## src/core/tfid_pkg.sv

```systemverilog
// Constants and types for the technology-function interrupt block
package tfid_pkg;
    // Register word addresses (byte address, one 32-bit word each)
    localparam logic [7:0] TFID_ADDR_CTRL   = 8'h00;
    localparam logic [7:0] TFID_ADDR_STATUS = 8'h04;
    localparam logic [7:0] TFID_ADDR_DETAIL = 8'h08;
    localparam logic [7:0] TFID_ADDR_REC0   = 8'h0c;
    localparam logic [7:0] TFID_ADDR_ACK    = 8'h10;
    localparam logic [7:0] TFID_ADDR_PEND   = 8'h14;

    // Control register fields
    localparam int TFID_CTRL_FUNC_LSB = 0;
    localparam int TFID_CTRL_OPT_BIT  = 2;
    localparam int TFID_CTRL_OUTEN_BIT = 3;
    localparam int TFID_CTRL_DIAGEN_BIT = 4;
    localparam logic [4:0] TFID_CTRL_RESET = 5'h00;

    // Acknowledge register bits
    localparam int TFID_ACK_PROC_BIT = 0;
    localparam int TFID_ACK_DIAG_BIT = 1;

    // Channel layout: 16 input edges, then 3 measurement channels
    localparam int TFID_NUM_EDGE = 16;
    localparam int TFID_NUM_MEAS = 3;
    localparam int TFID_NUM_CH   = 19;
    localparam int TFID_CH_W     = 5;

    // Detail word positions of end-of-measurement events
    localparam logic [4:0] TFID_DET_MEAS0_BIT = 5'h10;
    localparam logic [4:0] TFID_DET_MEAS1_BIT = 5'h14;
    localparam logic [4:0] TFID_DET_MEAS2_BIT = 5'h18;

    // Record 0 field values
    localparam logic [3:0] TFID_CLASS_DIGITAL = 4'hf;
    localparam int TFID_REC_FAIL_BIT  = 0;
    localparam int TFID_REC_EXT_BIT   = 2;
    localparam int TFID_REC_CHAN_BIT  = 3;
    localparam int TFID_REC_INFO_BIT  = 12;
    localparam logic [7:0] TFID_REC_LOST_BYTE = 8'h40;
    localparam logic [7:0] TFID_REC_NONE_BYTE = 8'h00;

    // Diagnostic queue depth
    localparam int TFID_QUEUE_DEPTH = 32;
    localparam int TFID_QUEUE_AW    = 5;

    typedef enum logic [1:0]
    {
        TFID_FUNC_NONE  = 2'h0,
        TFID_FUNC_COUNT = 2'h1,
        TFID_FUNC_FREQ  = 2'h2,
        TFID_FUNC_PWM   = 2'h3
    } tfid_func_t;

    typedef enum logic [1:0]
    {
        TFID_SVC_IDLE = 2'b01,
        TFID_SVC_BUSY = 2'b10
    } tfid_svc_t;
endpackage

```

## src/core/tfid_edge_sync.sv

```systemverilog
// Two-flop synchroniser with any-edge detection per input pin
`timescale 1ns/1ps
module tfid_edge_sync
    import tfid_pkg::*;
#(
    parameter int W = 16
)
(
    input  wire logic         clk,
    input  wire logic         srst,
    input  wire logic [W-1:0] pin_in,
    output logic      [W-1:0] edge_out
);
    logic [W-1:0] meta;
    logic [W-1:0] stable;
    logic [W-1:0] last;

    genvar i;
    generate
        for (i = 0; i < W; i++)
        begin : g_bit
            // First flop feeds only the second one
            always_ff @(posedge clk)
            begin
                if (srst)
                begin
                    meta[i]   <= 1'b0;
                    stable[i] <= 1'b0;
                    last[i]   <= 1'b0;
                end
                else
                begin
                    meta[i]   <= pin_in[i];
                    stable[i] <= meta[i];
                    last[i]   <= stable[i];
                end
            end
            // Both edges count as an input event
            assign edge_out[i] = stable[i] ^ last[i];
        end
    endgenerate
endmodule

```

## src/core/tfid_diag_queue.sv

```systemverilog
// Order-keeping queue of pending diagnostic requests
`timescale 1ns/1ps
module tfid_diag_queue
    import tfid_pkg::*;
#(
    parameter int W = 6
)
(
    input  wire logic         clk,
    input  wire logic         srst,
    input  wire logic         push,
    input  wire logic [W-1:0] din,
    input  wire logic         pop,
    output logic      [W-1:0] dout,
    output logic              empty,
    output logic              full
);
    logic [W-1:0]            mem [TFID_QUEUE_DEPTH];
    logic [TFID_QUEUE_AW:0]  wr_ptr;
    logic [TFID_QUEUE_AW:0]  rd_ptr;

    // Extra pointer bit tells full from empty
    assign empty = (wr_ptr == rd_ptr);
    assign full  = (wr_ptr[TFID_QUEUE_AW] != rd_ptr[TFID_QUEUE_AW]) &&
                   (wr_ptr[TFID_QUEUE_AW-1:0] == rd_ptr[TFID_QUEUE_AW-1:0]);
    assign dout  = mem[rd_ptr[TFID_QUEUE_AW-1:0]];

    // Storage has no reset; pointers guard it
    always_ff @(posedge clk)
    begin
        if (push && !full)
            mem[wr_ptr[TFID_QUEUE_AW-1:0]] <= din;
    end

    always_ff @(posedge clk)
    begin
        if (srst)
        begin
            wr_ptr <= '0;
            rd_ptr <= '0;
        end
        else
        begin
            if (push && !full)
                wr_ptr <= wr_ptr + 1'b1;
            if (pop && !empty)
                rd_ptr <= rd_ptr + 1'b1;
        end
    end
endmodule

```

## src/core/tfid_irq_ctrl.sv

```systemverilog
// Process and diagnostic interrupt sequencing for technology functions
// Function
// - Frequency mode: detail bytes 8 and 9 flag edges on inputs 0.x, 1.x.
// - Detail byte 10 bit 0 marks end of measurement channel 0.
// - Detail byte 10 bit 4 marks end of measurement channel 1.
// - Detail byte 11 bit 0 marks end of measurement channel 2.
// - Diagnostics need a selected function and the combined option.
// - Global diagnostic enable comes from configuration record 7Fh; here it is control register bit 4.
// - Repeat of the serviced event raises a diagnostic, not a process.
// - Incoming diagnostic pre-empts the running process handler.
// - Other channels' events during diagnostic service are held.
// - After service: held diagnostics in order, then held processes.
// - Channel in or queued for diagnostic discards its process events.
// - Process handler done after incoming raises an outgoing diagnostic.
// - Events between incoming and outgoing of a channel are discarded.
// - Fault lamp lit from first incoming to last outgoing diagnostic.
// - Every diagnostic dispatch logs cause and module address.
// - Last diagnostic event stays readable with diagnostics disabled.
// - Record 0 is in the handler detail word before diagnostic entry; here it is in the REC0 word, written on the edge the handler rises.
// - Record 0 byte 0: bit 0 failure, 2 external, 3 channel error.
// - Record 0 byte 1: class 1111b digital, bit 4 channel info.
// - Incoming record: byte 2 zero, byte 3 bit 6 process lost.
// - Outgoing only if enable still set; bytes 2 and 3 are 00h.
// - Record 0 layout is the same for every function.
// - Process interrupts need output enable and the combined option.
// - Pulse-width function never raises process interrupts.
`timescale 1ns/1ps
module tfid_irq_ctrl
    import tfid_pkg::*;
#(
    parameter logic [15:0] MODULE_ADDR = 16'h0000
)
(
    input  wire logic                    clk,
    input  wire logic                    srst,
    input  wire logic [TFID_NUM_EDGE-1:0] din_pin,
    input  wire logic [TFID_NUM_MEAS-1:0] meas_done,
    input  wire logic                    module_fail,
    input  wire logic                    ext_error,
    input  wire logic [7:0]              addr,
    input  wire logic [31:0]             wdata,
    input  wire logic                    wr_en,
    input  wire logic                    rd_en,
    output logic      [31:0]             rdata,
    output logic                         process_event_handler,
    output logic                         fault_event_handler,
    output logic                         system_fault_lamp,
    output logic                         log_valid,
    output logic      [15:0]             log_cause,
    output logic      [15:0]             log_addr
);
    logic [4:0]              ctrl;
    tfid_func_t              func;
    tfid_svc_t               proc_st;
    tfid_svc_t               diag_st;
    logic [TFID_CH_W-1:0]    proc_ch;
    logic [TFID_CH_W-1:0]    diag_ch;
    logic                    diag_out;
    logic [TFID_NUM_CH-1:0]  pend;
    logic [TFID_NUM_CH-1:0]  in_diag;
    logic [31:0]             detail;
    logic [31:0]             rec0;
    logic [TFID_NUM_EDGE-1:0] edge_ev;
    logic [TFID_NUM_CH-1:0]  ev;
    logic [TFID_NUM_CH-1:0]  ev_ok;
    logic                    proc_ok;
    logic                    diag_ok;
    logic                    proc_ack;
    logic                    diag_ack;
    logic                    repeat_hit;
    logic                    inc_push;
    logic                    out_push;
    logic                    q_push;
    logic [TFID_CH_W:0]      q_din;
    logic [TFID_CH_W:0]      q_dout;
    logic                    q_empty;
    logic                    q_full;
    logic                    q_pop;
    logic                    proc_go;
    logic [TFID_CH_W-1:0]    pick_ch;
    logic [TFID_NUM_CH-1:0]  next_pend;
    logic [TFID_NUM_CH-1:0]  next_in_diag;

    // Pin edges pass two flops before anything reads them
    tfid_edge_sync #(
        .W (TFID_NUM_EDGE)
    ) u_sync (
        .clk      (clk),
        .srst     (srst),
        .pin_in   (din_pin),
        .edge_out (edge_ev)
    );

    // Detail word position of each channel
    function automatic logic [4:0] det_bit(input logic [TFID_CH_W-1:0] ch);
        logic [4:0] pos;
        pos = ch;
        if (ch == 5'd16)
            pos = TFID_DET_MEAS0_BIT;
        else if (ch == 5'd17)
            pos = TFID_DET_MEAS1_BIT;
        else if (ch == 5'd18)
            pos = TFID_DET_MEAS2_BIT;
        return pos;
    endfunction

    // Configuration decode
    assign func = tfid_func_t'(ctrl[TFID_CTRL_FUNC_LSB +: 2]);
    assign proc_ok = ((func == TFID_FUNC_COUNT) || (func == TFID_FUNC_FREQ))
                     && ctrl[TFID_CTRL_OPT_BIT]
                     && ctrl[TFID_CTRL_OUTEN_BIT];
    assign diag_ok = (func != TFID_FUNC_NONE)
                     && ctrl[TFID_CTRL_OPT_BIT]
                     && ctrl[TFID_CTRL_DIAGEN_BIT];

    // Measurement ends only exist in frequency mode
    assign ev[TFID_NUM_EDGE-1:0] = edge_ev;
    assign ev[TFID_NUM_CH-1:TFID_NUM_EDGE] =
        (func == TFID_FUNC_FREQ) ? meas_done : '0;

    // Channels under diagnostic drop every event
    assign ev_ok = proc_ok ? (ev & ~in_diag) : '0;

    // Handler completion writes
    assign proc_ack = wr_en && (addr == TFID_ADDR_ACK)
                      && wdata[TFID_ACK_PROC_BIT]
                      && (proc_st == TFID_SVC_BUSY)
                      && (diag_st == TFID_SVC_IDLE);
    assign diag_ack = wr_en && (addr == TFID_ADDR_ACK)
                      && wdata[TFID_ACK_DIAG_BIT]
                      && (diag_st == TFID_SVC_BUSY);

    // Same event again while its handler runs
    assign repeat_hit = (proc_st == TFID_SVC_BUSY) && !proc_ack
                        && ev_ok[proc_ch];
    assign inc_push = repeat_hit && diag_ok && !q_full;
    assign out_push = proc_ack && in_diag[proc_ch] && diag_ok
                      && !q_full;
    assign q_push = inc_push || out_push;
    assign q_din = {out_push, proc_ch};

    // Diagnostics drain first, processes only when queue is empty
    assign q_pop = (diag_st == TFID_SVC_IDLE) && !q_empty;
    assign proc_go = (proc_st == TFID_SVC_IDLE)
                     && (diag_st == TFID_SVC_IDLE)
                     && q_empty && !q_push && (|pend);

    tfid_diag_queue #(
        .W (TFID_CH_W + 1)
    ) u_queue (
        .clk   (clk),
        .srst  (srst),
        .push  (q_push),
        .din   (q_din),
        .pop   (q_pop),
        .dout  (q_dout),
        .empty (q_empty),
        .full  (q_full)
    );

    // Lowest pending channel is served first
    always_comb
    begin
        pick_ch = '0;
        for (int c = TFID_NUM_CH - 1; c >= 0; c--)
        begin
            if (pend[c])
                pick_ch = TFID_CH_W'(c);
        end
    end

    // Pending mask: set beats clear, others held during service
    always_comb
    begin
        next_pend = pend;
        if (proc_go)
            next_pend[pick_ch] = 1'b0;
        for (int c = 0; c < TFID_NUM_CH; c++)
        begin
            if (ev_ok[c] && !(repeat_hit && (proc_ch == TFID_CH_W'(c))))
                next_pend[c] = 1'b1;
        end
    end

    // Diagnostic episode per channel
    always_comb
    begin
        next_in_diag = in_diag;
        if (proc_ack && !out_push)
            next_in_diag[proc_ch] = 1'b0;
        if (q_pop && q_dout[TFID_CH_W])
            next_in_diag[q_dout[TFID_CH_W-1:0]] = 1'b0;
        if (inc_push)
            next_in_diag[proc_ch] = 1'b1;
    end

    always_ff @(posedge clk)
    begin
        if (srst)
        begin
            pend    <= '0;
            in_diag <= '0;
        end
        else
        begin
            pend    <= next_pend;
            in_diag <= next_in_diag;
        end
    end

    // Lamp covers first incoming to last outgoing
    always_ff @(posedge clk)
    begin
        if (srst)
            system_fault_lamp <= 1'b0;
        else
            system_fault_lamp <= (|next_in_diag) && (system_fault_lamp ||
                (q_pop && !q_dout[TFID_CH_W]));
    end

    // Process handler service state
    always_ff @(posedge clk)
    begin
        if (srst)
        begin
            proc_st <= TFID_SVC_IDLE;
            proc_ch <= '0;
            detail  <= '0;
        end
        else
        begin
            unique case (proc_st)
                TFID_SVC_IDLE:
                begin
                    if (proc_go)
                    begin
                        proc_st <= TFID_SVC_BUSY;
                        proc_ch <= pick_ch;
                        detail  <= 32'h1 << det_bit(pick_ch);
                    end
                end
                TFID_SVC_BUSY:
                begin
                    if (proc_ack)
                        proc_st <= TFID_SVC_IDLE;
                end
            endcase
        end
    end

    // Diagnostic handler service state
    always_ff @(posedge clk)
    begin
        if (srst)
        begin
            diag_st  <= TFID_SVC_IDLE;
            diag_ch  <= '0;
            diag_out <= 1'b0;
        end
        else
        begin
            unique case (diag_st)
                TFID_SVC_IDLE:
                begin
                    if (q_pop)
                    begin
                        diag_st  <= TFID_SVC_BUSY;
                        diag_ch  <= q_dout[TFID_CH_W-1:0];
                        diag_out <= q_dout[TFID_CH_W];
                    end
                end
                TFID_SVC_BUSY:
                begin
                    if (diag_ack)
                        diag_st <= TFID_SVC_IDLE;
                end
            endcase
        end
    end

    // Record 0 written in the same edge the handler request rises
    always_ff @(posedge clk)
    begin
        if (srst)
            rec0 <= '0;
        else if (q_pop)
        begin
            rec0 <= '0;
            rec0[TFID_REC_FAIL_BIT] <= module_fail;
            rec0[TFID_REC_EXT_BIT]  <= ext_error;
            rec0[TFID_REC_CHAN_BIT] <= !q_dout[TFID_CH_W];
            rec0[11:8] <= TFID_CLASS_DIGITAL;
            rec0[TFID_REC_INFO_BIT] <= 1'b1;
            rec0[23:16] <= TFID_REC_NONE_BYTE;
            rec0[31:24] <= q_dout[TFID_CH_W] ? TFID_REC_NONE_BYTE
                                             : TFID_REC_LOST_BYTE;
        end
        else if (repeat_hit && !diag_ok && (diag_st == TFID_SVC_IDLE))
        begin
            // No interrupt, but software can still see the event
            rec0 <= '0;
            rec0[TFID_REC_FAIL_BIT] <= module_fail;
            rec0[TFID_REC_EXT_BIT]  <= ext_error;
            rec0[TFID_REC_CHAN_BIT] <= 1'b1;
            rec0[11:8] <= TFID_CLASS_DIGITAL;
            rec0[TFID_REC_INFO_BIT] <= 1'b1;
            rec0[31:24] <= TFID_REC_LOST_BYTE;
        end
    end

    // One log entry per diagnostic handler entry
    always_ff @(posedge clk)
    begin
        if (srst)
        begin
            log_valid <= 1'b0;
            log_cause <= '0;
            log_addr  <= '0;
        end
        else
        begin
            log_valid <= q_pop;
            if (q_pop)
            begin
                log_cause <= {(q_dout[TFID_CH_W] ? TFID_REC_NONE_BYTE
                                                 : TFID_REC_LOST_BYTE),
                              4'h0, !q_dout[TFID_CH_W], ext_error,
                              1'b0, module_fail};
                log_addr  <= MODULE_ADDR;
            end
        end
    end

    // Pre-empted process request is hidden while diagnostics run
    assign process_event_handler = (proc_st == TFID_SVC_BUSY)
                                   && (diag_st == TFID_SVC_IDLE);
    assign fault_event_handler = (diag_st == TFID_SVC_BUSY);

    // Control register write
    always_ff @(posedge clk)
    begin
        if (srst)
            ctrl <= TFID_CTRL_RESET;
        else if (wr_en && (addr == TFID_ADDR_CTRL))
            ctrl <= wdata[4:0];
    end

    // Read data next cycle; reads change no state
    always_ff @(posedge clk)
    begin
        if (srst)
            rdata <= '0;
        else if (rd_en)
        begin
            unique case (addr)
                TFID_ADDR_CTRL:   rdata <= {27'h0, ctrl};
                TFID_ADDR_STATUS: rdata <= {11'h0, diag_ch, 3'h0, proc_ch,
                                            4'h0, system_fault_lamp,
                                            diag_out, fault_event_handler,
                                            process_event_handler};
                TFID_ADDR_DETAIL: rdata <= detail;
                TFID_ADDR_REC0:   rdata <= rec0;
                TFID_ADDR_PEND:   rdata <= {13'h0, pend};
                default:          rdata <= '0;
            endcase
        end
        else
            rdata <= '0;
    end
endmodule

```

## config.mk

```make
export PLATFORM = sky130hd
export DESIGN_NAME = tfid_irq_ctrl
export DESIGN_NICKNAME = d
export VERILOG_FILES = /design/src/core/tfid_pkg.sv /design/src/core/tfid_edge_sync.sv /design/src/core/tfid_diag_queue.sv /design/src/core/tfid_irq_ctrl.sv
export SDC_FILE = /design/constraint.sdc
export NUM_CORES = 1
export LEC_CHECK = 0
export BUFFER_PORTS_ARGS = -buffer_cell sky130_fd_sc_hd__buf_2
export CAP_MARGIN = 5
export CORE_AREA = 8 8 174 176
export CTS_CLUSTER_DIAMETER = 40
export CTS_CLUSTER_SIZE = 10
export DETAILED_ROUTE_END_ITERATION = 8
export DIE_AREA = 0 0 182 184
export PLACE_DENSITY = 0.79
export REMOVE_ABC_BUFFERS = 1
export SLEW_MARGIN = 10
export SYNTH_ARGS = -nofsm -noshare
export SYNTH_HDL_FRONTEND = slang
export SYNTH_SLANG_ARGS = --single-unit
```

## constraint.sdc

```tcl
create_clock -name clk -period 4.5 [get_ports clk]
set_input_delay 0.675 -clock clk [delete_from_list [all_inputs] [get_ports clk]]
set_output_delay 0.675 -clock clk [all_outputs]
set_load 0.05 [all_outputs]
```

==> summary.txt <==
Floorplan
  • I/O Pins: 133
  • Chip width: 182 µm
  • Chip height: 184 µm
  • Starting Density: 58.4%
  • Core area: 27,500 µm²
  • Cell Rows: 61
  • Total die area: 33,500 µm²

Critical path
  • CP Data Required Time: 4890 ps
  • WS Path Type: flop to flop
  • Worst-path maximum fanout: 35
  • CP Launch Type: flop
  • CP startpoint: proc_ch[1]
  • Worst Setup End Kind: flop
  • FF-to-FF path depth: 8
  • Reg2Reg Launch Point: proc_ch[1]
  • Critical Path AT: 4510 ps

Drt
  • 1st-pass router iterations: 6
  • Post-route ant nets: 0
  • Routed vias/inst: 6.15
  • Initial DRC count: 1,211
  • Drt total wl: 38,400 µm
  • DRC viols: 0
  • WL per Instance: 21.4 µm
  • Vias: 11,000

Run status
  • Run status: finished, final reports clean

Power
  • Power per cell area: 414 nW/µm²
  • Total power: 7.51 mW
  • Peak supply drop: 270 µV
  • Leak pwr: 6.57 nW

Job
  • Max-cap viol count: 0

Yosys
  • Synth Register Bits: 388
  • Share of flip-flops with an asynchronous set or reset: 0%
  • Compound-Gate Fraction of Synth Area: 9.91%
  • Xor/xnor share of the synthesized area: 1.80%
  • Mean Syn Cell Area: 12.1 µm²
  • EDFF count, synth: 192
  • Mapped Area: 16,000 µm²
  • Netlist cell types: 79
  • Adder-Cell Fraction of Synth Area: 0.546%
  • Mapped Cells: 1,331
  • Simple-Gate Fraction of Synth Area: 14.8%
  • Mux cell area share after synthesis: 8.60%
  • Ys Warns: 0
  • Sequential element share of the synthesized area: 60.4%
  • Top FF cell, synth: dfxtp_1
  • Main combinational cell family by area after synthesis: simple AND/OR/NAND/NOR gates

Global route
  • First-pass GRT wire length: 59,600 µm
  • Vias in the first global route: 10,700
  • Tot GR Track Use: 22.5%
  • Largest net degree at the start of global routing: 71
  • Total congestion overflow: 0
  • Initial antenna violation count: 0

Clocking
  • Worst skew pair latency: 550 ps
  • TritonCTS clock tree: built
  • CTS HTree Levels: 2
  • Post-CTS sizing: 0
  • Clock transition at path regs: 50 ps
  • Post-CTS Setup Inserts: 0
  • Cts bufs inserted: 49
  • Clock Sinks: 388
  • Hold buffers post-CTS: 0
  • CTS Buffer Depth: 3
  • Clock root cell: clkbuf_16

STA
  • RSZ-0062 raised after global routing: no
  • Setup violators final: 0
  • Clock Skew: 21.6 ps
  • Maximum clock frequency: 0.243 GHz
  • Worst Hold Slack: 348 ps
  • Fin. Hold Viols: 0
  • Measured slew at the worst slew-check pin: 1110 ps
  • Tmin final: 4120 ps
  • Final period utilization: 91.6%
  • Max-slew violation count: 0
  • Final worst setup slack: 379 ps
  • Relative slew slack: 25.8%

Layout
  • Fin nets: 1,487
  • Area Growth Syn to Fin: 13.1%
  • Layout cells sized above 1: 15.5%
  • Design Area, Final: 18,200 µm²

Min path
  • Hold crit path type: input port to flop
  • Hold path start: din_pin[7]
  • Hold depth: 2

Place
  • Port Buffers: 77
  • GPL Wtd Cong: 0.946
  • Dpl hpwl: 25,800 µm
  • DP Area: 16,600 µm²
  • Setup Slack @ Placement: 627 ps
cell families (layout without fill, tap and decap cells):
logic type / count (synthesis) / in the layout
and+or+nand+nor: 472 / 472
DFF: 388 / 388
AOI/OAI and AO/OA: 216 / 216
buffers and inverters: 119 / 208
muxes: 95 / 95
xor gates and xnor gates: 33 / 33
adders and majority gates: 7 / 7
other: 1 / 29
stage by stage:
| stage | setup TNS (ps) | instances | utilization, % |
|---|---|---|---|
| floorplan | -127 | 1260 | - |
| global placement | 0 | 1710 | 60.6 |
| detailed placement | 0 | 1710 | 60.6 |
| CTS | 0 | 1793 | 66.1 |
| global route | 0 | 1793 | 66.1 |
| finish | 0 | 1794 | 66.1 |
worst max-delay path, stage by stage (launching register included):
cell and delay (ps):
dfxtp_2 860, mux4_2 590, nor3b_1 150, o32ai_1 730
nor2_1 470, a32oi_1 420, nand4_1 190, nor3_1 380
a31oi_1 180
sequential cells by signal, summed over array words and instances, names as in the netlist, 2 cells and up, named ones only:
signal and count:
u_queue.mem 192, detail 32, rdata 32, in_diag 19, pend 19, u_sync.last 16
u_sync.meta 16, u_sync.stable 16, u_queue.rd_ptr 6, u_queue.wr_ptr 6, ctrl 5, diag_ch 5
proc_ch 5, rec0 4, log_cause 3, diag_st 2, proc_st 2
power breakdown:
part | total, mW | switching (mW) | internal, mW
Sequential | 3.71 | 0.00864 | 3.70
Combinational | 0.184 | 0.138 | 0.0463
Clock | 3.62 | 1.37 | 2.25
final timing paths:
kind | endpoint | slack (ps)
setup / recovery | system_fault_lamp | 380
hold / removal | u_sync.meta[7] | 350
setup reg to reg | system_fault_lamp | 380
hold reg to reg | u_sync.stable[0] | 430
placed cells by master, fill, tap and decap left out, types with 8 or more instances in the layout:
cell type  count
buf_4         27
conb_1        28
a22oi_1       56
mux4_2        17
buf_2         76
xnor2_1       24
o21ai_0       22
a21oi_1       44
a32oi_1       13
nand4_1        9
clkbuf_1      19
nor2b_1       63
nand3_1       17
nand2_1       82
mux4_1        13
clkbuf_16     51
nor2_1       176
nor3_1        19
inv_1         20
nand2b_1      10
a221oi_1       8
edfxtp_1     192
nor4_1         9
nor3b_1        9
xor2_1         9
and3_1        36
mux2i_1       61
dfxtp_1      193
area by class of cell:
type | count | area, µm²
Antenna cell | 1 | 2.50
Clock buffer | 74 | 1400
Clock inverter | 9 | 110
Fill cell | 1950 | 9320
Inverter | 21 | 78.8
Multi-Input combinational cell | 851 | 5830
Sequential cell | 388 | 9700
Tap cell | 346 | 433
Timing Repair Buffer | 104 | 603
per-layer routing:
metal	vias to the layer above	GRT usage (%)	wire (µm)
met2	629	35.8	17700
met5	-	0	0
li1	5018	-	-
met1	5302	30.5	15700
met3	83	4.49	3860
met4	0	7.51	1080
cell usage after synthesis, types with 9 or more instances:
cell type,number,area (µm²)
nor3_1,19,95.1
nand3_1,17,85.1
mux4_2,17,383
edfxtp_1,192,5770
nand2b_1,10,62.6
buf_4,33,248
o21ai_0,23,115
nor2b_1,63,394
nor2_1,176,661
mux4_1,13,342
and3_1,36,225
nor3b_1,9,67.6
xnor2_1,24,210
nand2_1,82,308
xor2_1,9,78.8
a22oi_1,56,420
a21oi_1,44,220
nand4_1,9,56.3
nor4_1,9,56.3
clkbuf_1,51,191
mux2i_1,61,611
a32oi_1,13,114
dfxtp_1,196,3920
inv_1,20,75.1
Note: power is estimated with default switching activity, not from simulation.
